--- config.mk ---
export PLATFORM = sky130hd
export DESIGN_NAME = gpio_latch_set_clear_toggle
export DESIGN_NICKNAME = d
export VERILOG_FILES = /design/src/rtl/gpio_wb_slave.v /design/src/rtl/gpio_latch_port.v /design/src/rtl/gpio_latch_set_clear_toggle.v
export VERILOG_INCLUDE_DIRS = /design/src /design/src/rtl
export SDC_FILE = /design/constraint.sdc
export NUM_CORES = 1
export LEC_CHECK = 0
export BUFFER_PORTS_ARGS = -buffer_cell sky130_fd_sc_hd__buf_2
export CAP_MARGIN = 20
export CORE_UTILIZATION = 35
export DETAILED_ROUTE_END_ITERATION = 6
export SYNTH_ARGS = -nofsm -noshare
export SYNTH_HDL_FRONTEND = slang
export SYNTH_SLANG_ARGS = --single-unit
--- constraint.sdc ---
create_clock -name clk_i -period 6.05 [get_ports clk_i]
set_input_delay 1.21 -clock clk_i [delete_from_list [all_inputs] [get_ports clk_i]]
set_output_delay 1.21 -clock clk_i [all_outputs]
set_load 0.05 [all_outputs]
--- src/rtl/gpio_latch_regs.vh ---
`ifndef GPIO_LATCH_REGS_VH
`define GPIO_LATCH_REGS_VH

// ----------------------------------------------------------------
// Register byte offsets
// ----------------------------------------------------------------
`define OFS_PORT_A_PIN_DATA 8'h00
`define OFS_PORT_B_PIN_DATA 8'h04
`define OFS_PORT_A_LATCH_SET 8'h08
`define OFS_PORT_A_LATCH_CLEAR 8'h0c
`define OFS_PORT_A_LATCH_TOGGLE 8'h10
`define OFS_PORT_B_LATCH_SET 8'h14
`define OFS_PORT_B_LATCH_CLEAR 8'h18
`define OFS_PORT_B_LATCH_TOGGLE 8'h1c
`define OFS_PORT_A_FUNC_SEL 8'h20
`define OFS_PORT_A_DIRECTION 8'h24
`define OFS_PORT_B_FUNC_SEL 8'h28
`define OFS_PORT_B_DIRECTION 8'h2c
`define OFS_PORT_A_LATCH_VIEW 8'h30
`define OFS_PORT_B_LATCH_VIEW 8'h34

// ----------------------------------------------------------------
// Widths and field positions
// ----------------------------------------------------------------
`define BUS_ADR_W 8
`define BUS_DAT_W 32
`define PORT_A_PINS 32
`define PORT_B_PINS 3
`define PORT_B_FIELD_MSB 2
`define PORT_B_FIELD_LSB 0

// ----------------------------------------------------------------
// Reset values
// ----------------------------------------------------------------
`define RST_LATCH 32'h00000000
`define RST_FUNC_SEL 32'h00000000
`define RST_DIRECTION 32'h00000000
`define RST_RDATA 32'h00000000

`endif

--- src/rtl/gpio_wb_slave.v ---
`timescale 1ns/1ps
`include "gpio_latch_regs.vh"

// ----------------------------------------------------------------
// Classic Wishbone slave front end, one wait state
// ----------------------------------------------------------------
module gpio_wb_slave (
  // Clock and reset
  input wire clk_i,
  input wire rst_i,
  // Wishbone slave side
  input wire cyc_i,
  input wire stb_i,
  input wire we_i,
  input wire [3:0] sel_i,
  input wire [`BUS_DAT_W-1:0] dat_i,
  output wire ack_o,
  // Decoded request towards the register file
  output wire accept_o,
  output wire write_o,
  output wire [`BUS_DAT_W-1:0] lane_mask_o,
  output wire [`BUS_DAT_W-1:0] wdata_o
);

  reg ack_r;

  // Ack one cycle after the request, dropped the cycle after
  always @(posedge clk_i) begin
    if (rst_i) begin
      ack_r <= 1'b0;
    end else begin
      ack_r <= cyc_i & stb_i & ~ack_r;
    end
  end

  assign ack_o = ack_r;
  // Read data is captured on acceptance so it stands with ack
  assign accept_o = cyc_i & stb_i & ~ack_r;
  // Writes act on the edge where the master sees ack
  assign write_o = cyc_i & stb_i & we_i & ack_r;
  // Unselected byte lanes carry no ones into the block
  assign lane_mask_o = {{8{sel_i[3]}}, {8{sel_i[2]}}, {8{sel_i[1]}}, {8{sel_i[0]}}};
  assign wdata_o = dat_i & lane_mask_o;

endmodule // gpio_wb_slave

--- src/rtl/gpio_latch_port.v ---
`timescale 1ns/1ps
`include "gpio_latch_regs.vh"

// ----------------------------------------------------------------
// Output data latches and pin drive for one port
// ----------------------------------------------------------------
module gpio_latch_port #(
  parameter WIDTH = 32
) (
  // Clock and reset
  input wire clk_i,
  input wire rst_i,
  // One-cycle bit masks from the register file
  input wire [WIDTH-1:0] set_i,
  input wire [WIDTH-1:0] clr_i,
  input wire [WIDTH-1:0] tgl_i,
  input wire [WIDTH-1:0] dat_we_i,
  input wire [WIDTH-1:0] dat_wd_i,
  // Pin configuration
  input wire [WIDTH-1:0] func_sel_i,
  input wire [WIDTH-1:0] dir_i,
  // Pins
  input wire [WIDTH-1:0] pin_i,
  output wire [WIDTH-1:0] pin_o,
  output wire [WIDTH-1:0] pin_oe_o,
  // State views
  output wire [WIDTH-1:0] latch_o,
  output wire [WIDTH-1:0] pin_level_o
);

  reg [WIDTH-1:0] latch_r;
  reg [WIDTH-1:0] pin_level_r;

  genvar i;
  generate
    for (i = 0; i < WIDTH; i = i + 1) begin : g_bit
      // Each bit acts alone; zero bits leave it as it is
      always @(posedge clk_i) begin
        if (rst_i) begin
          latch_r[i] <= 1'b0;
        end else if (set_i[i]) begin
          latch_r[i] <= 1'b1;
        end else if (clr_i[i]) begin
          latch_r[i] <= 1'b0;
        end else if (tgl_i[i]) begin
          latch_r[i] <= ~latch_r[i];
        end else if (dat_we_i[i]) begin
          latch_r[i] <= dat_wd_i[i];
        end
      end

      // Drive only when muxed to GPIO and set as output
      assign pin_oe_o[i] = ~func_sel_i[i] & dir_i[i];
    end
  endgenerate

  // Pin level sampled once; the block keeps no other filter
  always @(posedge clk_i) begin
    if (rst_i) begin
      pin_level_r <= {WIDTH{1'b0}};
    end else begin
      pin_level_r <= pin_i;
    end
  end

  assign pin_o = latch_r;
  assign latch_o = latch_r;
  assign pin_level_o = pin_level_r;

endmodule // gpio_latch_port

--- src/rtl/gpio_latch_set_clear_toggle.v ---
// Notes on behaviour
// A one written to a set register drives that output latch high.
// A one written to a clear register drives that output latch low.
// A one written to a toggle register inverts that output latch.
// Zero bits in set, clear or toggle writes change nothing.
// Set, clear and toggle registers always read back as zero.
// On a GPIO output pin, set drives the pin high.
// On a GPIO output pin, clear drives the pin low.
// On a GPIO output pin, toggle drives the pin to the opposite level.
// On other pins only the latch changes; the pin stays undriven.
// Port A registers are 32 bits, bit n for pin n.
// Port B registers use bits 2..0 for pins 32..34; upper bits read zero.
// Latches are shared with the data register path; reset clears them.
// Reading a data register returns the sampled pin level, not the latch.
// A pin is a GPIO output only if function select and direction agree.
// Bits of one write act independently; zero bits keep their latches.
//
// The placing of the registers and the Wishbone slave port were chosen for this implementation.
`timescale 1ns/1ps
`include "gpio_latch_regs.vh"

module gpio_latch_set_clear_toggle #(
  parameter PA_W = `PORT_A_PINS,
  parameter PB_W = `PORT_B_PINS
) (
  // Clock and reset
  input wire clk_i,
  input wire rst_i,
  // Wishbone slave
  input wire cyc_i,
  input wire stb_i,
  input wire we_i,
  input wire [`BUS_ADR_W-1:0] adr_i,
  input wire [3:0] sel_i,
  input wire [`BUS_DAT_W-1:0] dat_i,
  output wire [`BUS_DAT_W-1:0] dat_o,
  output wire ack_o,
  // Port A pins
  input wire [PA_W-1:0] pin_a_i,
  output wire [PA_W-1:0] pin_a_o,
  output wire [PA_W-1:0] pin_a_oe_o,
  // Port B pins
  input wire [PB_W-1:0] pin_b_i,
  output wire [PB_W-1:0] pin_b_o,
  output wire [PB_W-1:0] pin_b_oe_o
);

  // ----------------------------------------------------------------
  // Declarations
  // ----------------------------------------------------------------
  wire accept;
  wire write;
  wire [`BUS_DAT_W-1:0] lane_mask;
  wire [`BUS_DAT_W-1:0] wdata;
  wire [`BUS_ADR_W-1:0] word_adr;
  wire [PA_W-1:0] lane_a;
  wire [PA_W-1:0] wdata_a;
  wire [PB_W-1:0] lane_b;
  wire [PB_W-1:0] wdata_b;

  wire hit_a_dat;
  wire hit_b_dat;
  wire hit_a_set;
  wire hit_a_clr;
  wire hit_a_tgl;
  wire hit_b_set;
  wire hit_b_clr;
  wire hit_b_tgl;
  wire hit_a_fsel;
  wire hit_a_dir;
  wire hit_b_fsel;
  wire hit_b_dir;

  wire [PA_W-1:0] a_set;
  wire [PA_W-1:0] a_clr;
  wire [PA_W-1:0] a_tgl;
  wire [PA_W-1:0] a_dat_we;
  wire [PB_W-1:0] b_set;
  wire [PB_W-1:0] b_clr;
  wire [PB_W-1:0] b_tgl;
  wire [PB_W-1:0] b_dat_we;

  wire [PA_W-1:0] a_latch;
  wire [PA_W-1:0] a_level;
  wire [PB_W-1:0] b_latch;
  wire [PB_W-1:0] b_level;

  reg [PA_W-1:0] a_fsel_r;
  reg [PA_W-1:0] a_fsel_nxt;
  reg [PA_W-1:0] a_dir_r;
  reg [PA_W-1:0] a_dir_nxt;
  reg [PB_W-1:0] b_fsel_r;
  reg [PB_W-1:0] b_fsel_nxt;
  reg [PB_W-1:0] b_dir_r;
  reg [PB_W-1:0] b_dir_nxt;

  reg [`BUS_DAT_W-1:0] rdata_r;
  reg [`BUS_DAT_W-1:0] rdata_nxt;

  // Reset constants, cut to each register's width below
  localparam [`BUS_DAT_W-1:0] RST_FSEL_WORD = `RST_FUNC_SEL;
  localparam [`BUS_DAT_W-1:0] RST_DIR_WORD = `RST_DIRECTION;

  // ----------------------------------------------------------------
  // Bus front end
  // ----------------------------------------------------------------
  gpio_wb_slave u_bus (
    .clk_i(clk_i),
    .rst_i(rst_i),
    .cyc_i(cyc_i),
    .stb_i(stb_i),
    .we_i(we_i),
    .sel_i(sel_i),
    .dat_i(dat_i),
    .ack_o(ack_o),
    .accept_o(accept),
    .write_o(write),
    .lane_mask_o(lane_mask),
    .wdata_o(wdata)
  );

  // ----------------------------------------------------------------
  // Per-port views of the write word
  // ----------------------------------------------------------------
  // Port B keeps bits 2..0 only; reserved bits never reach it
  assign lane_a = lane_mask[PA_W-1:0];
  assign wdata_a = wdata[PA_W-1:0];
  assign lane_b = lane_mask[PB_W-1:0];
  assign wdata_b = wdata[PB_W-1:0];

  // ----------------------------------------------------------------
  // Address decode
  // ----------------------------------------------------------------
  // Low address bits ignored: every register is one aligned word
  assign word_adr = {adr_i[`BUS_ADR_W-1:2], 2'b00};

  // Data words: written into the latches, read as pin levels
  assign hit_a_dat = (word_adr == `OFS_PORT_A_PIN_DATA);
  assign hit_b_dat = (word_adr == `OFS_PORT_B_PIN_DATA);

  // Write-only set, clear and toggle words
  assign hit_a_set = (word_adr == `OFS_PORT_A_LATCH_SET);
  assign hit_a_clr = (word_adr == `OFS_PORT_A_LATCH_CLEAR);
  assign hit_a_tgl = (word_adr == `OFS_PORT_A_LATCH_TOGGLE);
  assign hit_b_set = (word_adr == `OFS_PORT_B_LATCH_SET);
  assign hit_b_clr = (word_adr == `OFS_PORT_B_LATCH_CLEAR);
  assign hit_b_tgl = (word_adr == `OFS_PORT_B_LATCH_TOGGLE);

  // Pin configuration words
  assign hit_a_fsel = (word_adr == `OFS_PORT_A_FUNC_SEL);
  assign hit_a_dir = (word_adr == `OFS_PORT_A_DIRECTION);
  assign hit_b_fsel = (word_adr == `OFS_PORT_B_FUNC_SEL);
  assign hit_b_dir = (word_adr == `OFS_PORT_B_DIRECTION);

  // ----------------------------------------------------------------
  // Latch strobes
  // ----------------------------------------------------------------
  // Masks are the written ones only, so zero bits are inert;
  // lanes not selected were already forced to zero
  assign a_set = (write & hit_a_set) ? wdata[PA_W-1:0] : {PA_W{1'b0}};
  assign a_clr = (write & hit_a_clr) ? wdata[PA_W-1:0] : {PA_W{1'b0}};
  assign a_tgl = (write & hit_a_tgl) ? wdata[PA_W-1:0] : {PA_W{1'b0}};

  // Port B takes only the low field; bits 31..3 are dropped
  assign b_set = (write & hit_b_set) ? wdata[PB_W-1:0] : {PB_W{1'b0}};
  assign b_clr = (write & hit_b_clr) ? wdata[PB_W-1:0] : {PB_W{1'b0}};
  assign b_tgl = (write & hit_b_tgl) ? wdata[PB_W-1:0] : {PB_W{1'b0}};

  // Data register writes load the same latches, lane by lane
  assign a_dat_we = (write & hit_a_dat) ? lane_mask[PA_W-1:0] : {PA_W{1'b0}};
  assign b_dat_we = (write & hit_b_dat) ? lane_mask[PB_W-1:0] : {PB_W{1'b0}};

  // ----------------------------------------------------------------
  // Pin configuration registers
  // ----------------------------------------------------------------
  // Port A function select: byte-lane merge on a write
  always @* begin
    a_fsel_nxt = a_fsel_r;
    if (write & hit_a_fsel) begin
      a_fsel_nxt = (a_fsel_r & ~lane_a) | wdata_a;
    end
  end

  // Reset leaves every pin a GPIO input, so nothing drives
  always @(posedge clk_i) begin
    if (rst_i) begin
      a_fsel_r <= RST_FSEL_WORD[PA_W-1:0];
    end else begin
      a_fsel_r <= a_fsel_nxt;
    end
  end

  // Port A direction: byte-lane merge on a write
  always @* begin
    a_dir_nxt = a_dir_r;
    if (write & hit_a_dir) begin
      a_dir_nxt = (a_dir_r & ~lane_a) | wdata_a;
    end
  end

  // Port A direction flops, inputs after reset
  always @(posedge clk_i) begin
    if (rst_i) begin
      a_dir_r <= RST_DIR_WORD[PA_W-1:0];
    end else begin
      a_dir_r <= a_dir_nxt;
    end
  end

  // Port B function select: only the low field is kept
  always @* begin
    b_fsel_nxt = b_fsel_r;
    if (write & hit_b_fsel) begin
      b_fsel_nxt = (b_fsel_r & ~lane_b) | wdata_b;
    end
  end

  // Port B function select flops
  always @(posedge clk_i) begin
    if (rst_i) begin
      b_fsel_r <= RST_FSEL_WORD[PB_W-1:0];
    end else begin
      b_fsel_r <= b_fsel_nxt;
    end
  end

  // Port B direction: byte-lane merge on a write
  always @* begin
    b_dir_nxt = b_dir_r;
    if (write & hit_b_dir) begin
      b_dir_nxt = (b_dir_r & ~lane_b) | wdata_b;
    end
  end

  // Port B direction flops, inputs after reset
  always @(posedge clk_i) begin
    if (rst_i) begin
      b_dir_r <= RST_DIR_WORD[PB_W-1:0];
    end else begin
      b_dir_r <= b_dir_nxt;
    end
  end

  // ----------------------------------------------------------------
  // Port latches and pin drive
  // ----------------------------------------------------------------
  // Port A: pins 0..31 on bits 0..31
  gpio_latch_port #(
    .WIDTH(PA_W)
  ) u_port_a (
    .clk_i(clk_i),
    .rst_i(rst_i),
    .set_i(a_set),
    .clr_i(a_clr),
    .tgl_i(a_tgl),
    .dat_we_i(a_dat_we),
    .dat_wd_i(wdata[PA_W-1:0]),
    .func_sel_i(a_fsel_r),
    .dir_i(a_dir_r),
    .pin_i(pin_a_i),
    .pin_o(pin_a_o),
    .pin_oe_o(pin_a_oe_o),
    .latch_o(a_latch),
    .pin_level_o(a_level)
  );

  // Port B: pins 32..34 on bits 0..2
  gpio_latch_port #(
    .WIDTH(PB_W)
  ) u_port_b (
    .clk_i(clk_i),
    .rst_i(rst_i),
    .set_i(b_set),
    .clr_i(b_clr),
    .tgl_i(b_tgl),
    .dat_we_i(b_dat_we),
    .dat_wd_i(wdata[PB_W-1:0]),
    .func_sel_i(b_fsel_r),
    .dir_i(b_dir_r),
    .pin_i(pin_b_i),
    .pin_o(pin_b_o),
    .pin_oe_o(pin_b_oe_o),
    .latch_o(b_latch),
    .pin_level_o(b_level)
  );

  // ----------------------------------------------------------------
  // Read data
  // ----------------------------------------------------------------
  // Mux computed at acceptance so data is stable under ack;
  // unmapped words and write-only words return zero
  always @* begin
    rdata_nxt = `RST_RDATA;
    if (accept & ~we_i) begin
      case (word_adr)
        `OFS_PORT_A_PIN_DATA: begin
          rdata_nxt[PA_W-1:0] = a_level;
        end
        `OFS_PORT_B_PIN_DATA: begin
          rdata_nxt[PB_W-1:0] = b_level;
        end
        `OFS_PORT_A_FUNC_SEL: begin
          rdata_nxt[PA_W-1:0] = a_fsel_r;
        end
        `OFS_PORT_A_DIRECTION: begin
          rdata_nxt[PA_W-1:0] = a_dir_r;
        end
        `OFS_PORT_B_FUNC_SEL: begin
          rdata_nxt[PB_W-1:0] = b_fsel_r;
        end
        `OFS_PORT_B_DIRECTION: begin
          rdata_nxt[PB_W-1:0] = b_dir_r;
        end
        `OFS_PORT_A_LATCH_VIEW: begin
          rdata_nxt[PA_W-1:0] = a_latch;
        end
        `OFS_PORT_B_LATCH_VIEW: begin
          rdata_nxt[PB_W-1:0] = b_latch;
        end
        // Set, clear and toggle words never echo what was written
        `OFS_PORT_A_LATCH_SET,
        `OFS_PORT_A_LATCH_CLEAR,
        `OFS_PORT_A_LATCH_TOGGLE,
        `OFS_PORT_B_LATCH_SET,
        `OFS_PORT_B_LATCH_CLEAR,
        `OFS_PORT_B_LATCH_TOGGLE: begin
          rdata_nxt = `RST_RDATA;
        end
        // Unmapped words read as zero
        default: begin
          rdata_nxt = `RST_RDATA;
        end
      endcase
    end
  end

  // Held through the ack cycle, zero otherwise
  always @(posedge clk_i) begin
    if (rst_i) begin
      rdata_r <= `RST_RDATA;
    end else begin
      rdata_r <= rdata_nxt;
    end
  end

  assign dat_o = rdata_r;

endmodule // gpio_latch_set_clear_toggle

==> impl_metrics.csv <==
group,metric,value,unit
outcome,status,"complete, no violations",
power_and_ir_drop,clock_power_share,47.2,%
clocking,clock_path_buffers,2,
synthesis,syn-cell-area,7462,µm²
floorplanning,start_util,35.61,%
synthesis,ys.flop_type,"dfxtp_1",
sta,period_needed,3186,ps
setup_path,r2r-end,"u_port_a.latch_o[16]$_SDFFE_PP0P_",
clocking,cts-root-buf,"clkbuf_16",
final_layout,multi_input_area,3711,µm²
global_route,grt_pass1_wl,33380,µm
sta,fin_worst_skew,8.469,ps
floorplanning,die_x,148.0,µm
global_route,antenna_found_initial,2,
clocking,cts.clk_slew.worst_paths,70,ps
final_layout,area_growth,23.02,%
synthesis,ys_warn_count,0,
setup_path,reg2reg_depth,6,
setup_path,worst_path_largest_cell_delay,850,ps
global_route,overflow,0,
setup_path,crit_slowest_cell,"nor4_4",
synthesis,synth_seq_cells,173,
synthesis,yosys.area_share.simple,22.37,%
sta,period_share,52.65,%
synthesis,synth_mux_area_share,11.08,%
setup_path,required,6320,ps
synthesis,synthCells,812,
clocking,cts.hold.buffers_added,0,
global_route,grt_pass1_vias,6142,
clocking,htree_levels,4,
synthesis,synth_compound_area_share,16.21,%
synthesis,synth_area_leader_cell,"dfxtp_1",
drt,wire_per_inst,17.09,µm
floorplanning,core_area,20960,µm²
power_and_ir_drop,ir_worst_vdd,0.0001715,V
final_layout,fin_cells,1257,
drt,via_per_inst,5.190,
setup_path,reg2reg_slack,3670,ps
floorplanning,dieArea,21910,µm²
synthesis,synth-xor-area-share,0,%
setup_path,path_buf_inv,2,
drt,drcViolationCount,0,
sta,finalHoldViolations,0,
floorplanning,fp.dieH,148.0,µm
final_layout,drive_gt1_share,25.28,%
floorplanning,ios,187,
power_and_ir_drop,power_switching,0.5533,mW
placed_design,io_buffer_count,184,
sta,setup_violations,0,
setup_path,critPathCaptureType,"flop",
setup_path,path_class,"in -> reg",
clocking,cts_tree,"yes",
clocking,postCtsSetupRepairBufs,0,
synthesis,yosysMostFrequentCell,"dfxtp_1",
sta,slew-limit-headroom,26.73,%
hold_path,worstHoldPathType,"reg -> reg",
synthesis,avgSynthCellArea,9.190,µm²
floorplanning,rows,53,
power_and_ir_drop,swShare,22.95,%
drt,drt_wl_total,21480,µm
sta,slew_violations,0,
placed_design,routabilityCongestion,0.7847,
job,maxCapViolations,0,
drt,first_pass_iters,6,
sta,fmax,313.9,MHz
hold_path,holdPathEnd,"u_bus.ack_o$_SDFF_PP0_",
power_and_ir_drop,leakagePower,4.161,nW
synthesis,netlist.area_leader.share,46.41,%
sta,rsz0062_at_grt,"false",
synthesis,synth_top_family_by_area,"simple AND/OR/NAND/NOR gates",
power_and_ir_drop,power_density,262.6,nW/µm²
drt,vias,6524,
synthesis,synth_cell_types,51,
clocking,ctsResizeCount,0,
clocking,cts_buffers,17,
drt,drtAntennaViolNets,0,
sta,tightest_slew,1091,ps
synthesis,synth_edf_count,0,
placed_design,dp_hpwl,14280,µm
synthesis,synth_nets,896,
synthesis,synth-adder-area-share,0,%
setup_path,worstPathMaxFanout,17,
clocking,cts_sinks,173,
final_layout,regArea,3463,µm²
final_layout,num-nets-final,1052,
power_and_ir_drop,power.internal,1.857,mW
setup_path,path_cells,"buf_2 -> nand2b_1 -> nor4_4 -> buf_4 -> nand3_4 -> mux2i_1 -> nor2_1",
hold_path,hold-path-cell-count,1,
final_layout,fillers,2109,
synthesis,ys_top_cells_by_area,"dfxtp_1 (46%), mux2i_1 (10%), nor2b_1 (6.0%)",
setup_path,worstPathArrival,3450,ps
drt,drtIter0Drc,453,
placed_design,placed_cells,1223,
setup_path,rr_startpoint,"u_bus.ack_o$_SDFF_PP0_",
hold_path,min_from,"u_bus.ack_o$_SDFF_PP0_",
setup_path,cp_top_family,"simple AND/OR/NAND/NOR gates",
sta,whs,452.9,ps
power_and_ir_drop,pwr-share-comb,4.9,%
sta,tns,0,ps
synthesis,synth-async-reset-ratio,0,%
final_layout,utilization,43.81,%
clocking,clk_latency,420,ps
global_route,grt_max_degree,89,
setup_path,cp-start-kind,"input port",
power_and_ir_drop,finalPower,2.411,mW
synthesis,seq_area_frac_synth,46.41,%
synthesis,ys_top_cells_by_count,"dfxtp_1 (173), nor2_1 (116), mux2i_1 (77)",
power_and_ir_drop,seqPwrFrac,47.9,%
global_route,track_usage,19.70,%
[power groups by stage]
| stage | Clock [mW] | Combinational, mW | Sequential [mW] |
|---|---|---|---|
| floorplan | 0 | 0.0643 | 1.18 |
| global placement | 0 | 0.116 | 1.18 |
| detailed placement | 0 | 0.118 | 1.18 |
| CTS | 1.17 | 0.118 | 1.15 |
| global route | 1.22 | 0.130 | 1.16 |
| finish | 1.14 | 0.117 | 1.15 |
[layout by cell type (no fill, tap or decap), types with 4 or more instances in the layout]
cell type,instances
o32ai_1,6
a22oi_1,17
nand2_1,46
nor2b_1,72
buf_4,11
nor2_1,116
and2_1,8
a32oi_1,5
clkinv_2,4
o21ai_0,29
nand3_1,11
dfxtp_1,173
clkbuf_16,17
a222oi_1,29
mux2_2,5
nor3_1,13
buf_2,183
a31oi_1,4
o21a_1,7
inv_1,9
mux2i_1,77
o22ai_1,11
o211ai_1,6
nand3_4,4
o21bai_1,5
a21oi_1,43
nand3_2,4
nand2b_1,17
[cell type report]
cell class	count	share of cell area, %
timing repair buffer	195	11.09
inverter	9	0.3680
antenna	1	0.02726
sequential	173	37.73
clock inverter	14	1.826
clock buffer	18	4.784
tap	275	3.748
multi-input combinational	572	40.43
[layer usage]
layer / wire (µm) / vias up / track usage, % / part of all wire (%)
met5: 10 / - / 0 / 0.047
met4: 306 / 2 / 6.495 / 1.4
met3: 1303 / 20 / 4.383 / 6.1
met2: 10160 / 214 / 31.74 / 47
met1: 9706 / 3078 / 25.95 / 45
li1: - / 3210 / - / -
[cell families (layout without fill, tap and decap cells)]
kind of cell / count (synthesis) / count (layout)
multiplexers: 82 / 82
buffers and inverters: 67 / 236
flip-flops: 173 / 173
other: 0 / 1
AND/OR/NAND/NOR: 317 / 317
AO/OA/AOI/OAI: 173 / 173
[per-stage QoR]
step                      instance area (µm²)  worst slack, ps
final                                    9180             2864
after global routing                     9180             2743
after global placement                   8551             2060
after CTS                                9158             2481
after detailed placement                 8551             2032
after floorplan                          7462             3227
[worst max path at each step]
stage,cells past startpoint,endpoint,startpoint
final,7,flop,adr_i[2]
after global routing,7,flop,adr_i[2]
after CTS,6,flop,adr_i[3]
after detailed placement,6,flop,adr_i[3]
after global placement,6,flop,adr_i[3]
after floorplan,7,u_port_a.latch_o[25]$_SDFFE_PP0P_,adr_i[3]
(Power assumes the default switching activity.)
